`src/hw/ppwm_defs.vh`:
```
// register map, field widths and reset values for the port pin-control block
`ifndef PPWM_DEFS_VH
`define PPWM_DEFS_VH
`define PPWM_OFF_DATA 12'h000
`define PPWM_OFF_LEVELS 12'h004
`define PPWM_OFF_DIR 12'h008
`define PPWM_OFF_CAN_PULL_EN 12'h00C
`define PPWM_OFF_CAN_POL 12'h010
`define PPWM_OFF_CAN_OD 12'h014
`define PPWM_OFF_CAN_DIR 12'h018
`define PPWM_OFF_CAN_DATA 12'h01C
`define PPWM_P_WIDTH 6
`define PPWM_M_WIDTH 8
`define PPWM_RST_P 6'h00
`define PPWM_RST_M 8'h00
`define PPWM_PIN_SCL 5
`define PPWM_PIN_SDA 4
`define PPWM_PIN_TXD 0
`define PPWM_PIN_RXD 2
`endif

```
`src/hw/ppwm_pin_ctrl.v`:
```
// pin-control logic: can-port pulls and open-drain, shared-port muxing
`timescale 1ns/1ps
`include "ppwm_defs.vh"
module ppwm_pin_ctrl (
    // apb
    input wire pclk,
    input wire presetn,
    input wire psel,
    input wire penable,
    input wire pwrite,
    input wire [11:0] paddr,
    input wire [31:0] pwdata,
    output reg [31:0] prdata,
    output reg pready,
    output reg pslverr,
    // shared port pins
    input wire [5:0] shared_port_pin_in,
    output reg [5:0] shared_port_pin_out,
    output reg [5:0] shared_port_pin_oe,
    // pwm
    input wire [5:0] pwm_enable,
    input wire [5:0] pwm_out,
    input wire pwm_shutdown_en,
    // serial b and i2c
    input wire serial_b_tx_enable,
    input wire serial_b_rx_enable,
    input wire serial_b_transmit,
    output reg serial_b_receive,
    input wire i2c_enable,
    input wire i2c_scl_out,
    input wire i2c_sda_out,
    output reg i2c_scl_in,
    output reg i2c_sda_in,
    // can controllers: index 0 is can a on pins 3/2, 1 is can b on 5/4
    input wire [1:0] can_enable,
    input wire [1:0] can_transmit,
    output reg [1:0] can_receive,
    // can port pins and pull devices
    input wire [7:0] can_port_pin_in,
    output reg [7:0] can_port_pin_out,
    output reg [7:0] can_port_pin_oe,
    output reg [7:0] can_port_pullup_on,
    output reg [7:0] can_port_pulldown_on
);
    localparam PW = `PPWM_P_WIDTH;
    localparam MW = `PPWM_M_WIDTH;

    reg [PW-1:0] shared_port_data_ff;
    reg [PW-1:0] shared_port_direction_ff;
    reg [MW-1:0] can_port_pull_enable_ff;
    reg [MW-1:0] can_port_pull_polarity_ff;
    reg [MW-1:0] can_port_open_drain_select_ff;
    reg [MW-1:0] can_port_direction_ff;
    reg [MW-1:0] can_port_data_ff;

    // apb access phase completes in its second cycle, after one wait state
    wire acc = psel & penable;
    wire wr = acc & pwrite;

    // decoded offsets; anything else is refused
    function known_addr;
        input [11:0] a;
        begin
            known_addr = (a == `PPWM_OFF_DATA) || (a == `PPWM_OFF_LEVELS) ||
                (a == `PPWM_OFF_DIR) || (a == `PPWM_OFF_CAN_PULL_EN) ||
                (a == `PPWM_OFF_CAN_POL) || (a == `PPWM_OFF_CAN_OD) ||
                (a == `PPWM_OFF_CAN_DIR) || (a == `PPWM_OFF_CAN_DATA);
        end
    endfunction

    // output bits read back the latch, input bits the live pad
    function [MW-1:0] read_back;
        input [MW-1:0] dir;
        input [MW-1:0] latch;
        input [MW-1:0] pin;
        begin
            read_back = (dir & latch) | (~dir & pin);
        end
    endfunction

    // shared-port ownership
    reg [PW-1:0] p_own_out;
    reg [PW-1:0] p_own_in;
    reg [PW-1:0] p_od;
    reg [PW-1:0] p_val;
    reg [PW-1:0] p_gpio;
    reg [PW-1:0] nxt_p_out;
    reg [PW-1:0] nxt_p_oe;
    reg i2c_own;
    integer i;
    always @* begin
        p_own_out = {PW{1'b0}};
        p_own_in = {PW{1'b0}};
        p_od = {PW{1'b0}};
        p_val = shared_port_data_ff;
        p_gpio = {PW{1'b1}};
        // i2c needs both of its pwm channels off
        i2c_own = i2c_enable & ~pwm_enable[`PPWM_PIN_SCL] &
            ~pwm_enable[`PPWM_PIN_SDA];
        if (i2c_own) begin
            p_gpio[`PPWM_PIN_SCL] = 1'b0;
            p_gpio[`PPWM_PIN_SDA] = 1'b0;
            p_own_out[`PPWM_PIN_SCL] = 1'b1;
            p_own_out[`PPWM_PIN_SDA] = 1'b1;
            p_od[`PPWM_PIN_SCL] = 1'b1;
            p_od[`PPWM_PIN_SDA] = 1'b1;
            p_val[`PPWM_PIN_SCL] = i2c_scl_out;
            p_val[`PPWM_PIN_SDA] = i2c_sda_out;
        end
        if (serial_b_tx_enable & ~pwm_enable[`PPWM_PIN_TXD]) begin
            p_gpio[`PPWM_PIN_TXD] = 1'b0;
            p_own_out[`PPWM_PIN_TXD] = 1'b1;
            p_val[`PPWM_PIN_TXD] = serial_b_transmit;
        end
        if (serial_b_rx_enable & ~pwm_enable[`PPWM_PIN_RXD]) begin
            p_gpio[`PPWM_PIN_RXD] = 1'b0;
            p_own_in[`PPWM_PIN_RXD] = 1'b1;
        end
        // pwm applied last so it overrides the lower-priority owners
        for (i = 0; i < PW; i = i + 1) begin
            if (pwm_enable[i]) begin
                p_gpio[i] = 1'b0;
                p_od[i] = 1'b0;
                p_val[i] = pwm_out[i];
                p_own_out[i] = !(i == PW-1 && pwm_shutdown_en);
                p_own_in[i] = (i == PW-1 && pwm_shutdown_en);
            end
        end
        for (i = 0; i < PW; i = i + 1) begin
            if (p_gpio[i]) begin
                nxt_p_oe[i] = shared_port_direction_ff[i];
                nxt_p_out[i] = shared_port_data_ff[i];
            end else if (p_own_in[i]) begin
                // owner reads the pin, so the driver stays off
                nxt_p_oe[i] = 1'b0;
                nxt_p_out[i] = 1'b0;
            end else if (p_od[i]) begin
                // open-drain: enable only while pulling low
                nxt_p_oe[i] = ~p_val[i];
                nxt_p_out[i] = 1'b0;
            end else begin
                nxt_p_oe[i] = p_own_out[i];
                nxt_p_out[i] = p_val[i];
            end
        end
    end

    // can-port ownership, drive and pulls
    reg [MW-1:0] m_dir;
    reg [MW-1:0] m_val;
    reg [MW-1:0] m_can;
    reg [MW-1:0] nxt_m_out;
    reg [MW-1:0] nxt_m_oe;
    reg [MW-1:0] nxt_m_pu;
    reg [MW-1:0] nxt_m_pd;
    reg pull;
    integer k;
    always @* begin
        m_dir = can_port_direction_ff;
        m_val = can_port_data_ff;
        m_can = {MW{1'b0}};
        for (k = 0; k < 2; k = k + 1) begin
            // an enabled controller overrides the direction bits
            if (can_enable[k]) begin
                m_can[2*k+3] = 1'b1;
                m_can[2*k+2] = 1'b1;
                m_dir[2*k+3] = 1'b1;
                m_dir[2*k+2] = 1'b0;
                m_val[2*k+3] = can_transmit[k];
            end
        end
        for (k = 0; k < MW; k = k + 1) begin
            if (!m_dir[k]) begin
                nxt_m_oe[k] = 1'b0;
                nxt_m_out[k] = 1'b0;
            end else if (can_port_open_drain_select_ff[k]) begin
                nxt_m_oe[k] = ~m_val[k];
                nxt_m_out[k] = 1'b0;
            end else begin
                nxt_m_oe[k] = 1'b1;
                nxt_m_out[k] = m_val[k];
            end
            pull = can_port_pull_enable_ff[k] &
                (~m_dir[k] | can_port_open_drain_select_ff[k]);
            // polarity only for inputs; can pins pull up only
            if (m_can[k]) begin
                nxt_m_pu[k] = pull;
                nxt_m_pd[k] = 1'b0;
            end else if (!m_dir[k]) begin
                nxt_m_pu[k] = pull & ~can_port_pull_polarity_ff[k];
                nxt_m_pd[k] = pull & can_port_pull_polarity_ff[k];
            end else begin
                // open-drain output: no polarity choice, pull-up only
                nxt_m_pu[k] = pull;
                nxt_m_pd[k] = 1'b0;
            end
        end
    end

    // read mux
    reg [31:0] nxt_prdata;
    reg [MW-1:0] p_rb;
    reg [MW-1:0] m_rb;
    always @* begin
        nxt_prdata = 32'h0000_0000;
        // shared port widened so one helper serves both ports
        p_rb = read_back({{(MW-PW){1'b0}}, shared_port_direction_ff},
            {{(MW-PW){1'b0}}, shared_port_data_ff},
            {{(MW-PW){1'b0}}, shared_port_pin_in});
        m_rb = read_back(can_port_direction_ff, can_port_data_ff,
            can_port_pin_in);
        case (paddr)
            `PPWM_OFF_DATA: nxt_prdata[PW-1:0] = p_rb[PW-1:0];
            `PPWM_OFF_LEVELS: nxt_prdata[PW-1:0] = shared_port_pin_in;
            `PPWM_OFF_DIR: nxt_prdata[PW-1:0] = shared_port_direction_ff;
            `PPWM_OFF_CAN_PULL_EN: nxt_prdata[MW-1:0] = can_port_pull_enable_ff;
            `PPWM_OFF_CAN_POL: nxt_prdata[MW-1:0] = can_port_pull_polarity_ff;
            `PPWM_OFF_CAN_OD:
                nxt_prdata[MW-1:0] = can_port_open_drain_select_ff;
            `PPWM_OFF_CAN_DIR: nxt_prdata[MW-1:0] = can_port_direction_ff;
            `PPWM_OFF_CAN_DATA: nxt_prdata[MW-1:0] = m_rb;
            default: nxt_prdata = 32'h0000_0000;
        endcase
    end

    // configuration registers; a write lands in the first access cycle
    // only, so the answer cycle cannot apply it a second time
    always @(posedge pclk or negedge presetn) begin
        if (!presetn) begin
            shared_port_data_ff <= `PPWM_RST_P;
            shared_port_direction_ff <= `PPWM_RST_P;
            can_port_pull_enable_ff <= `PPWM_RST_M;
            can_port_pull_polarity_ff <= `PPWM_RST_M;
            can_port_open_drain_select_ff <= `PPWM_RST_M;
            can_port_direction_ff <= `PPWM_RST_M;
            can_port_data_ff <= `PPWM_RST_M;
        end else begin
            if (wr && !pready) begin
                case (paddr)
                    `PPWM_OFF_DATA: shared_port_data_ff <= pwdata[PW-1:0];
                    `PPWM_OFF_DIR: shared_port_direction_ff <= pwdata[PW-1:0];
                    `PPWM_OFF_CAN_PULL_EN:
                        can_port_pull_enable_ff <= pwdata[MW-1:0];
                    `PPWM_OFF_CAN_POL:
                        can_port_pull_polarity_ff <= pwdata[MW-1:0];
                    `PPWM_OFF_CAN_OD:
                        can_port_open_drain_select_ff <= pwdata[MW-1:0];
                    `PPWM_OFF_CAN_DIR: can_port_direction_ff <= pwdata[MW-1:0];
                    `PPWM_OFF_CAN_DATA: can_port_data_ff <= pwdata[MW-1:0];
                    // levels register keeps no state; its writes land here
                    default: ;
                endcase
            end
        end
    end

    // pin drivers are registered so every output leaves a flip-flop;
    // the price is one clock between an owner change and the pad
    always @(posedge pclk or negedge presetn) begin
        if (!presetn) begin
            shared_port_pin_out <= 6'h00;
            shared_port_pin_oe <= 6'h00;
            can_port_pin_out <= 8'h00;
            can_port_pin_oe <= 8'h00;
            can_port_pullup_on <= 8'h00;
            can_port_pulldown_on <= 8'h00;
            serial_b_receive <= 1'b1;
            i2c_scl_in <= 1'b1;
            i2c_sda_in <= 1'b1;
            can_receive <= 2'h3;
        end else begin
            shared_port_pin_out <= nxt_p_out;
            shared_port_pin_oe <= nxt_p_oe;
            can_port_pin_out <= nxt_m_out;
            can_port_pin_oe <= nxt_m_oe;
            can_port_pullup_on <= nxt_m_pu;
            can_port_pulldown_on <= nxt_m_pd;
            // receive copies follow the pads whatever owns the pins
            serial_b_receive <= shared_port_pin_in[`PPWM_PIN_RXD];
            i2c_scl_in <= shared_port_pin_in[`PPWM_PIN_SCL];
            i2c_sda_in <= shared_port_pin_in[`PPWM_PIN_SDA];
            can_receive <= {can_port_pin_in[4], can_port_pin_in[2]};
        end
    end

    // bus response: one wait state, answer in the second access cycle;
    // unmapped offsets answer with pslverr and zero data
    always @(posedge pclk or negedge presetn) begin
        if (!presetn) begin
            prdata <= 32'h0000_0000;
            pready <= 1'b0;
            pslverr <= 1'b0;
        end else begin
            pready <= acc & ~pready;
            pslverr <= acc & ~pready & ~known_addr(paddr);
            prdata <= (acc & ~pready & ~pwrite) ? nxt_prdata : 32'h0000_0000;
        end
    end
endmodule // ppwm_pin_ctrl

```
`config.mk`:
```
export PLATFORM = sky130hd
export DESIGN_NAME = ppwm_pin_ctrl
export DESIGN_NICKNAME = d
export VERILOG_FILES = /design/src/hw/ppwm_pin_ctrl.v
export VERILOG_INCLUDE_DIRS = /design/src /design/src/hw
export SDC_FILE = /design/constraint.sdc
export NUM_CORES = 1
export LEC_CHECK = 0
export ABC_CLOCK_PERIOD_IN_PS = 2400
export BUFFER_PORTS_ARGS = -buffer_cell sky130_fd_sc_hd__buf_2
export CORE_MARGIN = 4
export CORE_UTILIZATION = 35
export DETAILED_ROUTE_END_ITERATION = 8
export GPL_TIMING_DRIVEN = 1
export HOLD_SLACK_MARGIN = 0.1
export PLACE_DENSITY = 0.6
export SYNTH_ARGS = -nofsm -noshare
export SYNTH_HDL_FRONTEND = slang
export SYNTH_SLANG_ARGS = --single-unit
```
`constraint.sdc`:
```
create_clock -name pclk -period 2.4 [get_ports pclk]
set_input_delay 0.48 -clock pclk [delete_from_list [all_inputs] [get_ports pclk]]
set_output_delay 0.48 -clock pclk [all_outputs]
set_load 0.01 [all_outputs]
```
; Word-level counts from Yosys, hierarchy flattened
; Cells that the tools add are included.
[word_totals]
out_inout_bits = 83
latch_bits = 0
mem_bits_rw = 0
elab_cells = 236
romBits = 0
regBits = 111
input_bits = 86
mem_count = 0
[op_classes]
addsub = 0
eq_ne = 7
n_shift = 0
n_mux = 109
n_div = 0
n_reduce_logical = 18
bitwise_logic = 82
multipliers = 0
magnitude_cmp = 0
[op_table]
columns = cell, n
row1 = 1-bit two-way mux, 99
row2 = "12-bit by 5-bit == test with 1-bit output, second input constant", 4
row3 = 6-bit case mux with 8 select lines, 1
row4 = 1-bit bitwise AND, 33
row5 = 1-bit inverter, 33
row6 = "12-bit by 4-bit == test with 1-bit output, second input constant", 2
row7 = 8-bit bitwise AND, 2
row8 = 2-bit two-way mux, 7
row9 = 2-bit AND reduction, 7
row10 = 6-bit bitwise AND, 2
row11 = "12-bit by 3-bit == test with 1-bit output, second input constant", 1
row12 = 12-bit zero test, 1
row13 = 2-bit case mux with 5 select lines, 1
row14 = 8-bit two-way mux, 1
row15 = 8-bit inverter, 1
row16 = 1-bit bitwise OR, 8
row17 = 8-bit bitwise OR, 1
row18 = 1-bit logical OR, 7
row19 = 6-bit inverter, 1
row20 = 6-bit bitwise OR, 1
row21 = 1-bit zero test, 2
row22 = 1-bit logical AND, 1

; Depth between registers and ports, before layout
; Gate-level depths: netlist of the first run.
[logic_depth]
depth_word = 10
depth_mapped = 6
depth_no_buf = 5

; Worst setup path after synthesis of the first run
; Ideal clock, no wire load.
[synth_timing]
path_type = input-to-reg
from = in paddr[9]
to = reg can_port_open_drain_select_ff[0]
t_required_ns = 2.275
cell_stages = 5
n_path_buf = 1
t_arrival_ns = 1.990
setup_ns = 0.125
path_slack_ns = 0.286
path_cell_list = or4_4 nor4_4 and3_1 buf_4 mux2_2
[synth_between]
elab_chain_len = 2
[synth_rtl]
columns = item, line
row1 = "start, declared", ppwm_pin_ctrl.v:11  ; input wire [11:0] paddr,
row2 = 12-bit by 5-bit == test with 1-bit output, ppwm_pin_ctrl.v:239  ; case (paddr)
row3 = 2-bit AND reduction (no line), n/a
row4 = "end signal, assigned", ppwm_pin_ctrl.v:234  ; can_port_open_drain_select_ff <= `PPWM_RST_M;
row5 = "end signal, assigned", ppwm_pin_ctrl.v:247  ; can_port_open_drain_select_ff <= pwdata[MW-1:0];
row6 = "end, declared", ppwm_pin_ctrl.v:52  ; reg [MW-1:0] can_port_open_drain_select_ff;
; No other way between the ends.
; A chain may end at the register's enable or synchronous reset.

; Worst setup path after layout of the first run
[layout_timing]
from = in paddr[9]
to = reg can_port_open_drain_select_ff[5]
; Same word-level chain as after synthesis.

==> results of run 1 <==
area by class of cell:
cell class	instances	area [µm²]	share of cell area, %
Timing Repair Buffer	143	803	13.1
Inverter	11	41.3	0.676
Multi-Input combinational cell	264	1980	32.3
Sequential cell	111	2780	45.5
Clock buffer	16	282	4.61
Tap cell	180	225	3.68
Yosys cell counts (2+ instances only):
cell type	count	area share [%]
a211o_1	2	0.35
or4_1	3	0.46
nand2_1	20	1.5
clkbuf_1	7	0.53
o21ai_0	10	1.0
and3_1	7	0.89
or3_1	2	0.25
nor3_1	3	0.30
a21oi_1	15	1.5
inv_1	11	0.84
nor2b_1	7	0.89
nand2b_1	4	0.51
o31a_1	5	0.89
dfstp_2	5	2.7
buf_4	25	3.8
mux2_2	54	12
a31oi_1	3	0.38
nor2_1	19	1.4
o22ai_1	5	0.63
mux2i_1	30	6.1
o21a_1	3	0.46
nor3_2	4	0.81
dfrtp_1	106	54
buf_1	2	0.15
a211oi_1	5	0.76
nor3b_1	7	1.1
nand3b_1	6	0.91
nor4bb_1	3	0.61
or2_2	3	0.38
nand4_1	2	0.25
o211a_1	2	0.41
o211ai_1	2	0.30
cells by family after synthesis:
kind of cell           after synthesis  synth area share [%]
other                                1                0.0759
AO/OA/AOI/OAI                       56                  7.42
multiplexers                        84                  18.4
AND/OR/NAND/NOR                    100                  12.4
flip-flops                         111                  56.3
buffers and inverters               46                  5.42
what timing repair did:
item                                   4_1_cts  5_1_grt
endpoints found under the hold margin       25        0
hold buffers                                 1        0
gates resized for setup                      0        0
critical path: stages:
cell    delay [ns]
buf_2         0.11
or4_4         0.59
nor4_4        0.30
and3_1        0.24
buf_12        0.15
mux2_2        0.33
flip-flops by register name, summed over array words and instances, names as in the netlist:
name and cells:
can_port_data_ff 8, i2c_scl_in 1, shared_port_pin_oe 6, pready 1, shared_port_pin_out 6, can_receive 2
shared_port_direction_ff 6, can_port_open_drain_select_ff 8, can_port_pull_enable_ff 8, can_port_pin_out 8, pslverr 1, can_port_pullup_on 8
can_port_pulldown_on 8, serial_b_receive 1, prdata 8, can_port_pull_polarity_ff 8, shared_port_data_ff 6, can_port_pin_oe 8
i2c_sda_in 1, can_port_direction_ff 8
worst max path at each step:
stage | end | slack [ns] | depth (start not counted)
finish | can_port_open_drain_select_ff[5] | 0.43 | 6
global route | can_port_open_drain_select_ff[3] | 0.37 | 6
CTS | can_port_open_drain_select_ff[5] | 0.45 | 6
detailed placement | can_port_open_drain_select_ff[2] | 0.07 | 6
global placement | can_port_open_drain_select_ff[1] | 0.09 | 6
floorplan | can_port_open_drain_select_ff[0] | 0.29 | 5
per-layer routing:
metal | vias to the layer above | GRT usage [%] | wire length (µm)
li1 | 1659 | - | -
met1 | 1701 | 21.0 | 5440
met2 | 105 | 25.2 | 5880
met3 | 18 | 4.21 | 735
met4 | 0 | 6.81 | 309
met5 | - | 0 | 0
power by group:
part / switching [W] / leakage [nW] / total [W] / internal [W]
registers: 0.00000573 / 1.50 / 0.00190 / 0.00189
clock network: 0.000627 / 0.137 / 0.00142 / 0.000792
logic: 0.000161 / 1.46 / 0.000255 / 0.0000938
stage by stage:
step | instance area, µm² | total power [W] | cells
floorplan | 5030 | 0.00206 | 421
global placement | 5820 | 0.00219 | 708
detailed placement | 5820 | 0.00219 | 708
CTS | 6110 | 0.00364 | 725
global route | 6110 | 0.00374 | 725
finish | 6110 | 0.00357 | 725
==> run_results.csv, run 1 <==
group,metric,value,unit
status,status,"complete, no violations",
clocking,clk_pin_slew,0.07,ns
logic_synthesis,yosysWarnings,0,
sta,hold_viol_final,0,
setup_path,regToRegSetupSlack,0.54,ns
final_layout,drive_above_1_share,41.3,%
clocking,numCtsBuffers,9,
final_layout,finalCoreUtilization,44.0,%
setup_path,crit_required,2.64,ns
clocking,htreeDepth,3,
final_layout,nets,626,
sta,setup_violations,0,
place,portBuffers,120,
logic_synthesis,async_flop_share,100,%
final_layout,area_growth,23.7,%
logic_synthesis,ys_seq_area_share,56.3,%
setup_path,rr_worst_depth,6,
detailed_routing,vias_per_cell,4.80,
final_layout,fillers,1329,
logic_synthesis,synth-main-ff-cell,"dfrtp_1",
sta,tns,0,ns
floorplan,num_io_pins,169,
sta,fin_ws,0.429,ns
setup_path,r2r-end,"can_port_direction_ff[7]",
job,drv_cap,0,
power,power.density,585,nW/µm²
clocking,clkLatencyLatePin,0.35,ns
sta,drv_slew,0,
sta,rsz0062_at_grt,"false",
worst_hold_path,worstHoldStart,"can_port_pin_in[4]",
logic_synthesis,synth_edf_count,0,
floorplan,die_x,127,µm
detailed_routing,vias,3483,
setup_path,crit_path_max_fanout,8,
logic_synthesis,synth_cell_types,48,
detailed_routing,wl,12.4,mm
worst_hold_path,hold_class,"in2reg",
detailed_routing,drcViolationCount,0,
detailed_routing,drt_iter0_markers,191,
detailed_routing,drtAntennaViolNets,0,
place,place_ws,0.0746,ns
detailed_routing,wire_per_inst,17.1,µm
grt,grt_max_degree,48,
final_layout,final_common_cell,"buf_2",
floorplan,start_util,35.6,%
setup_path,r2r_start,"pready",
sta,fin_skew,0.00432,ns
clocking,clock_sinks,111,
sta,post-route-min-period,1.97,ns
final_layout,final_cell_mix,"buf_2, dfrtp_1, mux2_2",
grt,grt-ovfl-total,0,
setup_path,critical_path_class,"in2reg",
final_layout,diodes,0,
place,gp_congestion,0.793,
clocking,cts_tree,"yes",
setup_path,start_kind,"input pin",
sta,fin_crit_sh,82.1,%
place,dp_hpwl,9.05,mm
grt,grt_pass1_wl,19.7,mm
grt,grtUsageTotal,16.0,%
setup_path,end_kind,"flip-flop",
logic_synthesis,syn_area,4940,µm²
grt,grt_pass1_vias,3587,
detailed_routing,dr.pass1.iters,4,
clocking,root_buffer,"clkbuf_16",
logic_synthesis,avgSynthCellArea,12.4,µm²
setup_path,cp.arrival,2.21,ns
floorplan,core-area,13900,µm²
floorplan,dieArea,16100,µm²
power,ir_drop,0.311,mV
clocking,cts_setup_buffers,0,
sta,fmax,0.507,GHz
clocking,clockBufferDepth,2,
setup_path,crit_start,"paddr[9]",
power,p_leak,3.10,nW
logic_synthesis,syn_inst,398,
worst_hold_path,whs_endpoint,"can_receive[1]",
floorplan,num_rows,43,
logic_synthesis,ys_ff_latch,111,
worst_hold_path,min_path_cells,1,
grt,antenna_found_initial,0,
floorplan,die_h,127,µm
sta,hold_slack,0.239,ns
No activity file was read; power rests on OpenSTA's default activity.
==> run 2, diff against run 1 <==
--- a/config.mk
+++ b/config.mk
@@ -6,7 +6,8 @@
 export SDC_FILE = /design/constraint.sdc
 export NUM_CORES = 1
 export LEC_CHECK = 0
-export ABC_CLOCK_PERIOD_IN_PS = 2400
+export ABC_AREA = 1
+export ABC_CLOCK_PERIOD_IN_PS = 1900
 export BUFFER_PORTS_ARGS = -buffer_cell sky130_fd_sc_hd__buf_2
 export CORE_MARGIN = 4
 export CORE_UTILIZATION = 35
==> constraint.sdc (replaced) <==
create_clock -name pclk -period 1.9 [get_ports pclk]
set_input_delay 0.38 -clock pclk [delete_from_list [all_inputs] [get_ports pclk]]
set_output_delay 0.38 -clock pclk [all_outputs]
set_load 0.01 [all_outputs]
==> run 2 against run 1 <==
Total power grew 29%. Area after synthesis increased by 2.9%. Non-clock buffer count decreased by 7. Register-to-register slack got worse by 0.11 ns. Critical endpoint is now can_port_pull_polarity_ff[1]. Hold slack worse by 0.10 ns. Via count is 18% higher. Critical path depth increased by 1. Largest cell class unchanged. Final cell count is 22% higher.
==> run_results.csv, run 2 <==
group,metric,value,unit
sta,rsz0062_at_grt,"false",
final_layout,nets,788,
place,portBuffers,120,
setup_path,start_kind,"input pin",
logic_synthesis,syn_inst,573,
logic_synthesis,syn_area,5090,µm²
sta,hold_viol_final,0,
power,p_leak,3.15,nW
logic_synthesis,ys_ff_latch,111,
final_layout,final_cells,887,
floorplan,start_util,36.2,%
power,fin_total_pwr,0.00461,W
sta,drv_slew,0,
logic_synthesis,synth_top_area_share,52.2,%
grt,antenna_found_initial,0,
sta,setup_violations,0,
logic_synthesis,synth_cell_types,30,
grt,grt_pass1_vias,3986,
logic_synthesis,async_flop_share,100,%
place,placed_cells,870,
clocking,clkLatencyLatePin,0.35,ns
logic_synthesis,synthTopCellsByArea,"dfrtp_1, nand2_1, nand3_1",
logic_synthesis,avgSynthCellArea,8.88,µm²
floorplan,die_x,129,µm
sta,fmax,0.662,GHz
floorplan,num_rows,43,
grt,grt_max_degree,59,
sta,tns,0,ns
logic_synthesis,yosysMostFrequentCell,"nand2_1",
detailed_routing,vias,4093,
final_layout,final_common_cell,"buf_2",
logic_synthesis,ys_seq_area_share,54.7,%
final_layout,final_cell_mix,"buf_2, nand2_1, dfrtp_1",
setup_path,critical_path_class,"in2reg",
clocking,root_buffer,"clkbuf_16",
power,ir_drop,0.405,mV
final_layout,diodes,0,
clocking,numCtsBuffers,9,
clocking,cts_setup_buffers,0,
floorplan,core-area,14000,µm²
place,gp_congestion,0.842,
final_layout,drive_above_1_share,26.7,%
detailed_routing,dr.pass1.iters,5,
clocking,clk_pin_slew,0.07,ns
clocking,cts_resized,0,
detailed_routing,drcViolationCount,0,
job,drv_cap,0,
worst_hold_path,hold_class,"in2reg",
setup_path,crit_path_max_fanout,16,
sta,fin_crit_sh,79.5,%
clocking,cts_tree,"yes",
sta,post-route-min-period,1.51,ns
sta,fin_skew,0.00754,ns
floorplan,num_io_pins,169,
logic_synthesis,synth-main-ff-cell,"dfrtp_1",
floorplan,dieArea,16500,µm²
floorplan,die_h,129,µm
logic_synthesis,synthTopCellsByCount,"nand2_1, dfrtp_1, nand3_1, inv_1, o21ai_0",
setup_path,cp.arrival,1.74,ns
final_layout,area_growth,21.3,%
setup_path,end_kind,"flip-flop",
grt,grt-ovfl-total,0,
place,dp_hpwl,9.43,mm
grt,grt_pass1_wl,20.2,mm
clocking,clockBufferDepth,2,
power,power.density,747,nW/µm²
status,status,"complete, no violations",
detailed_routing,drt_iter0_markers,347,
clocking,htreeDepth,3,
clocking,clock_sinks,111,
setup_path,crit_required,2.13,ns
detailed_routing,wl,12.7,mm
logic_synthesis,synth_edf_count,0,
clocking,ctsHoldBuffers,1,
grt,grtUsageTotal,15.6,%
detailed_routing,vias_per_cell,4.61,
detailed_routing,drtAntennaViolNets,0,
logic_synthesis,yosysWarnings,0,
logic_synthesis,yosysTopAreaCell,"dfrtp_1",
detailed_routing,wire_per_inst,14.4,µm
run 2: cell count changes after synthesis, moves of 27 or more:
cell     before  now
nand2_1      20  116
nand3_1       1   62
mux2_2       54    0
inv_1        11   56
o21ai_0      10   45
mux2i_1      30    2
o21ai_1       0   27
run 2: power breakdown:
part	switching (W)	internal, W
registers	0.00000807	0.00239
clock network	0.000861	0.00103
logic	0.000207	0.000111
run 2: path summary, 6_finish.rpt:
path | start | endpoint | slack (ns) | cells after the start
worst max-delay path | paddr[1] | can_port_pull_polarity_ff[1] | 0.39 | 7
worst min-delay path | can_port_pin_in[4] | can_receive[1] | 0.14 | 1
worst max register to register | pready | can_port_direction_ff[2] | 0.43 | 6
worst min register to register | can_port_data_ff[2] | can_port_pin_oe[2] | 0.47 | 1
max in group asynchronous | presetn | can_receive[1] | 0.82 | 3
min in group asynchronous | presetn | pready | 0.45 | 2
run 2: routing by layer:
layer,track usage [%],share of wire [%],up-vias
met5,0,0,-
met4,5.31,1.5,0
met3,3.49,7.5,14
met2,23.8,45,144
met1,22.0,46,1877
li1,-,-,2058
run 2: area by class of cell:
class / count / area [µm²]
fill: 1367 / 7870
sequential: 111 / 2780
timing repair buffer: 136 / 788
tap: 180 / 225
clock inverter: 5 / 57.6
inverter: 59 / 221
clock buffer: 11 / 233
multi-input combinational: 385 / 1860
run 2: worst max-delay path, cell delays in order:
cell and delay, ns:
buf_2 0.10, nor2_2 0.22, nand2_2 0.15, nor2_4 0.28, nand3_2 0.37, nand2_1 0.16
o21ai_1 0.08
run 2: kinds of logic after synthesis:
logic type / share of synthesized area, %
other cells: 0.0737
flops: 54.7
buf+inv: 10.4
simple gates: 24.2
compound gates: 10.2
mux: 0.394
run 2: stage by stage:
step	util (%)	hold WS [ns]	cell area [µm²]	setup slack, ns
after CTS	43.9	0.123	6170	0.373
after detailed placement	41.8	0.286	5870	0.00152
after global placement	41.8	0.281	5870	0.112
after global routing	43.9	0.130	6170	0.256
after floorplan	-	0.0844	5170	0.525
final	43.9	0.135	6170	0.390
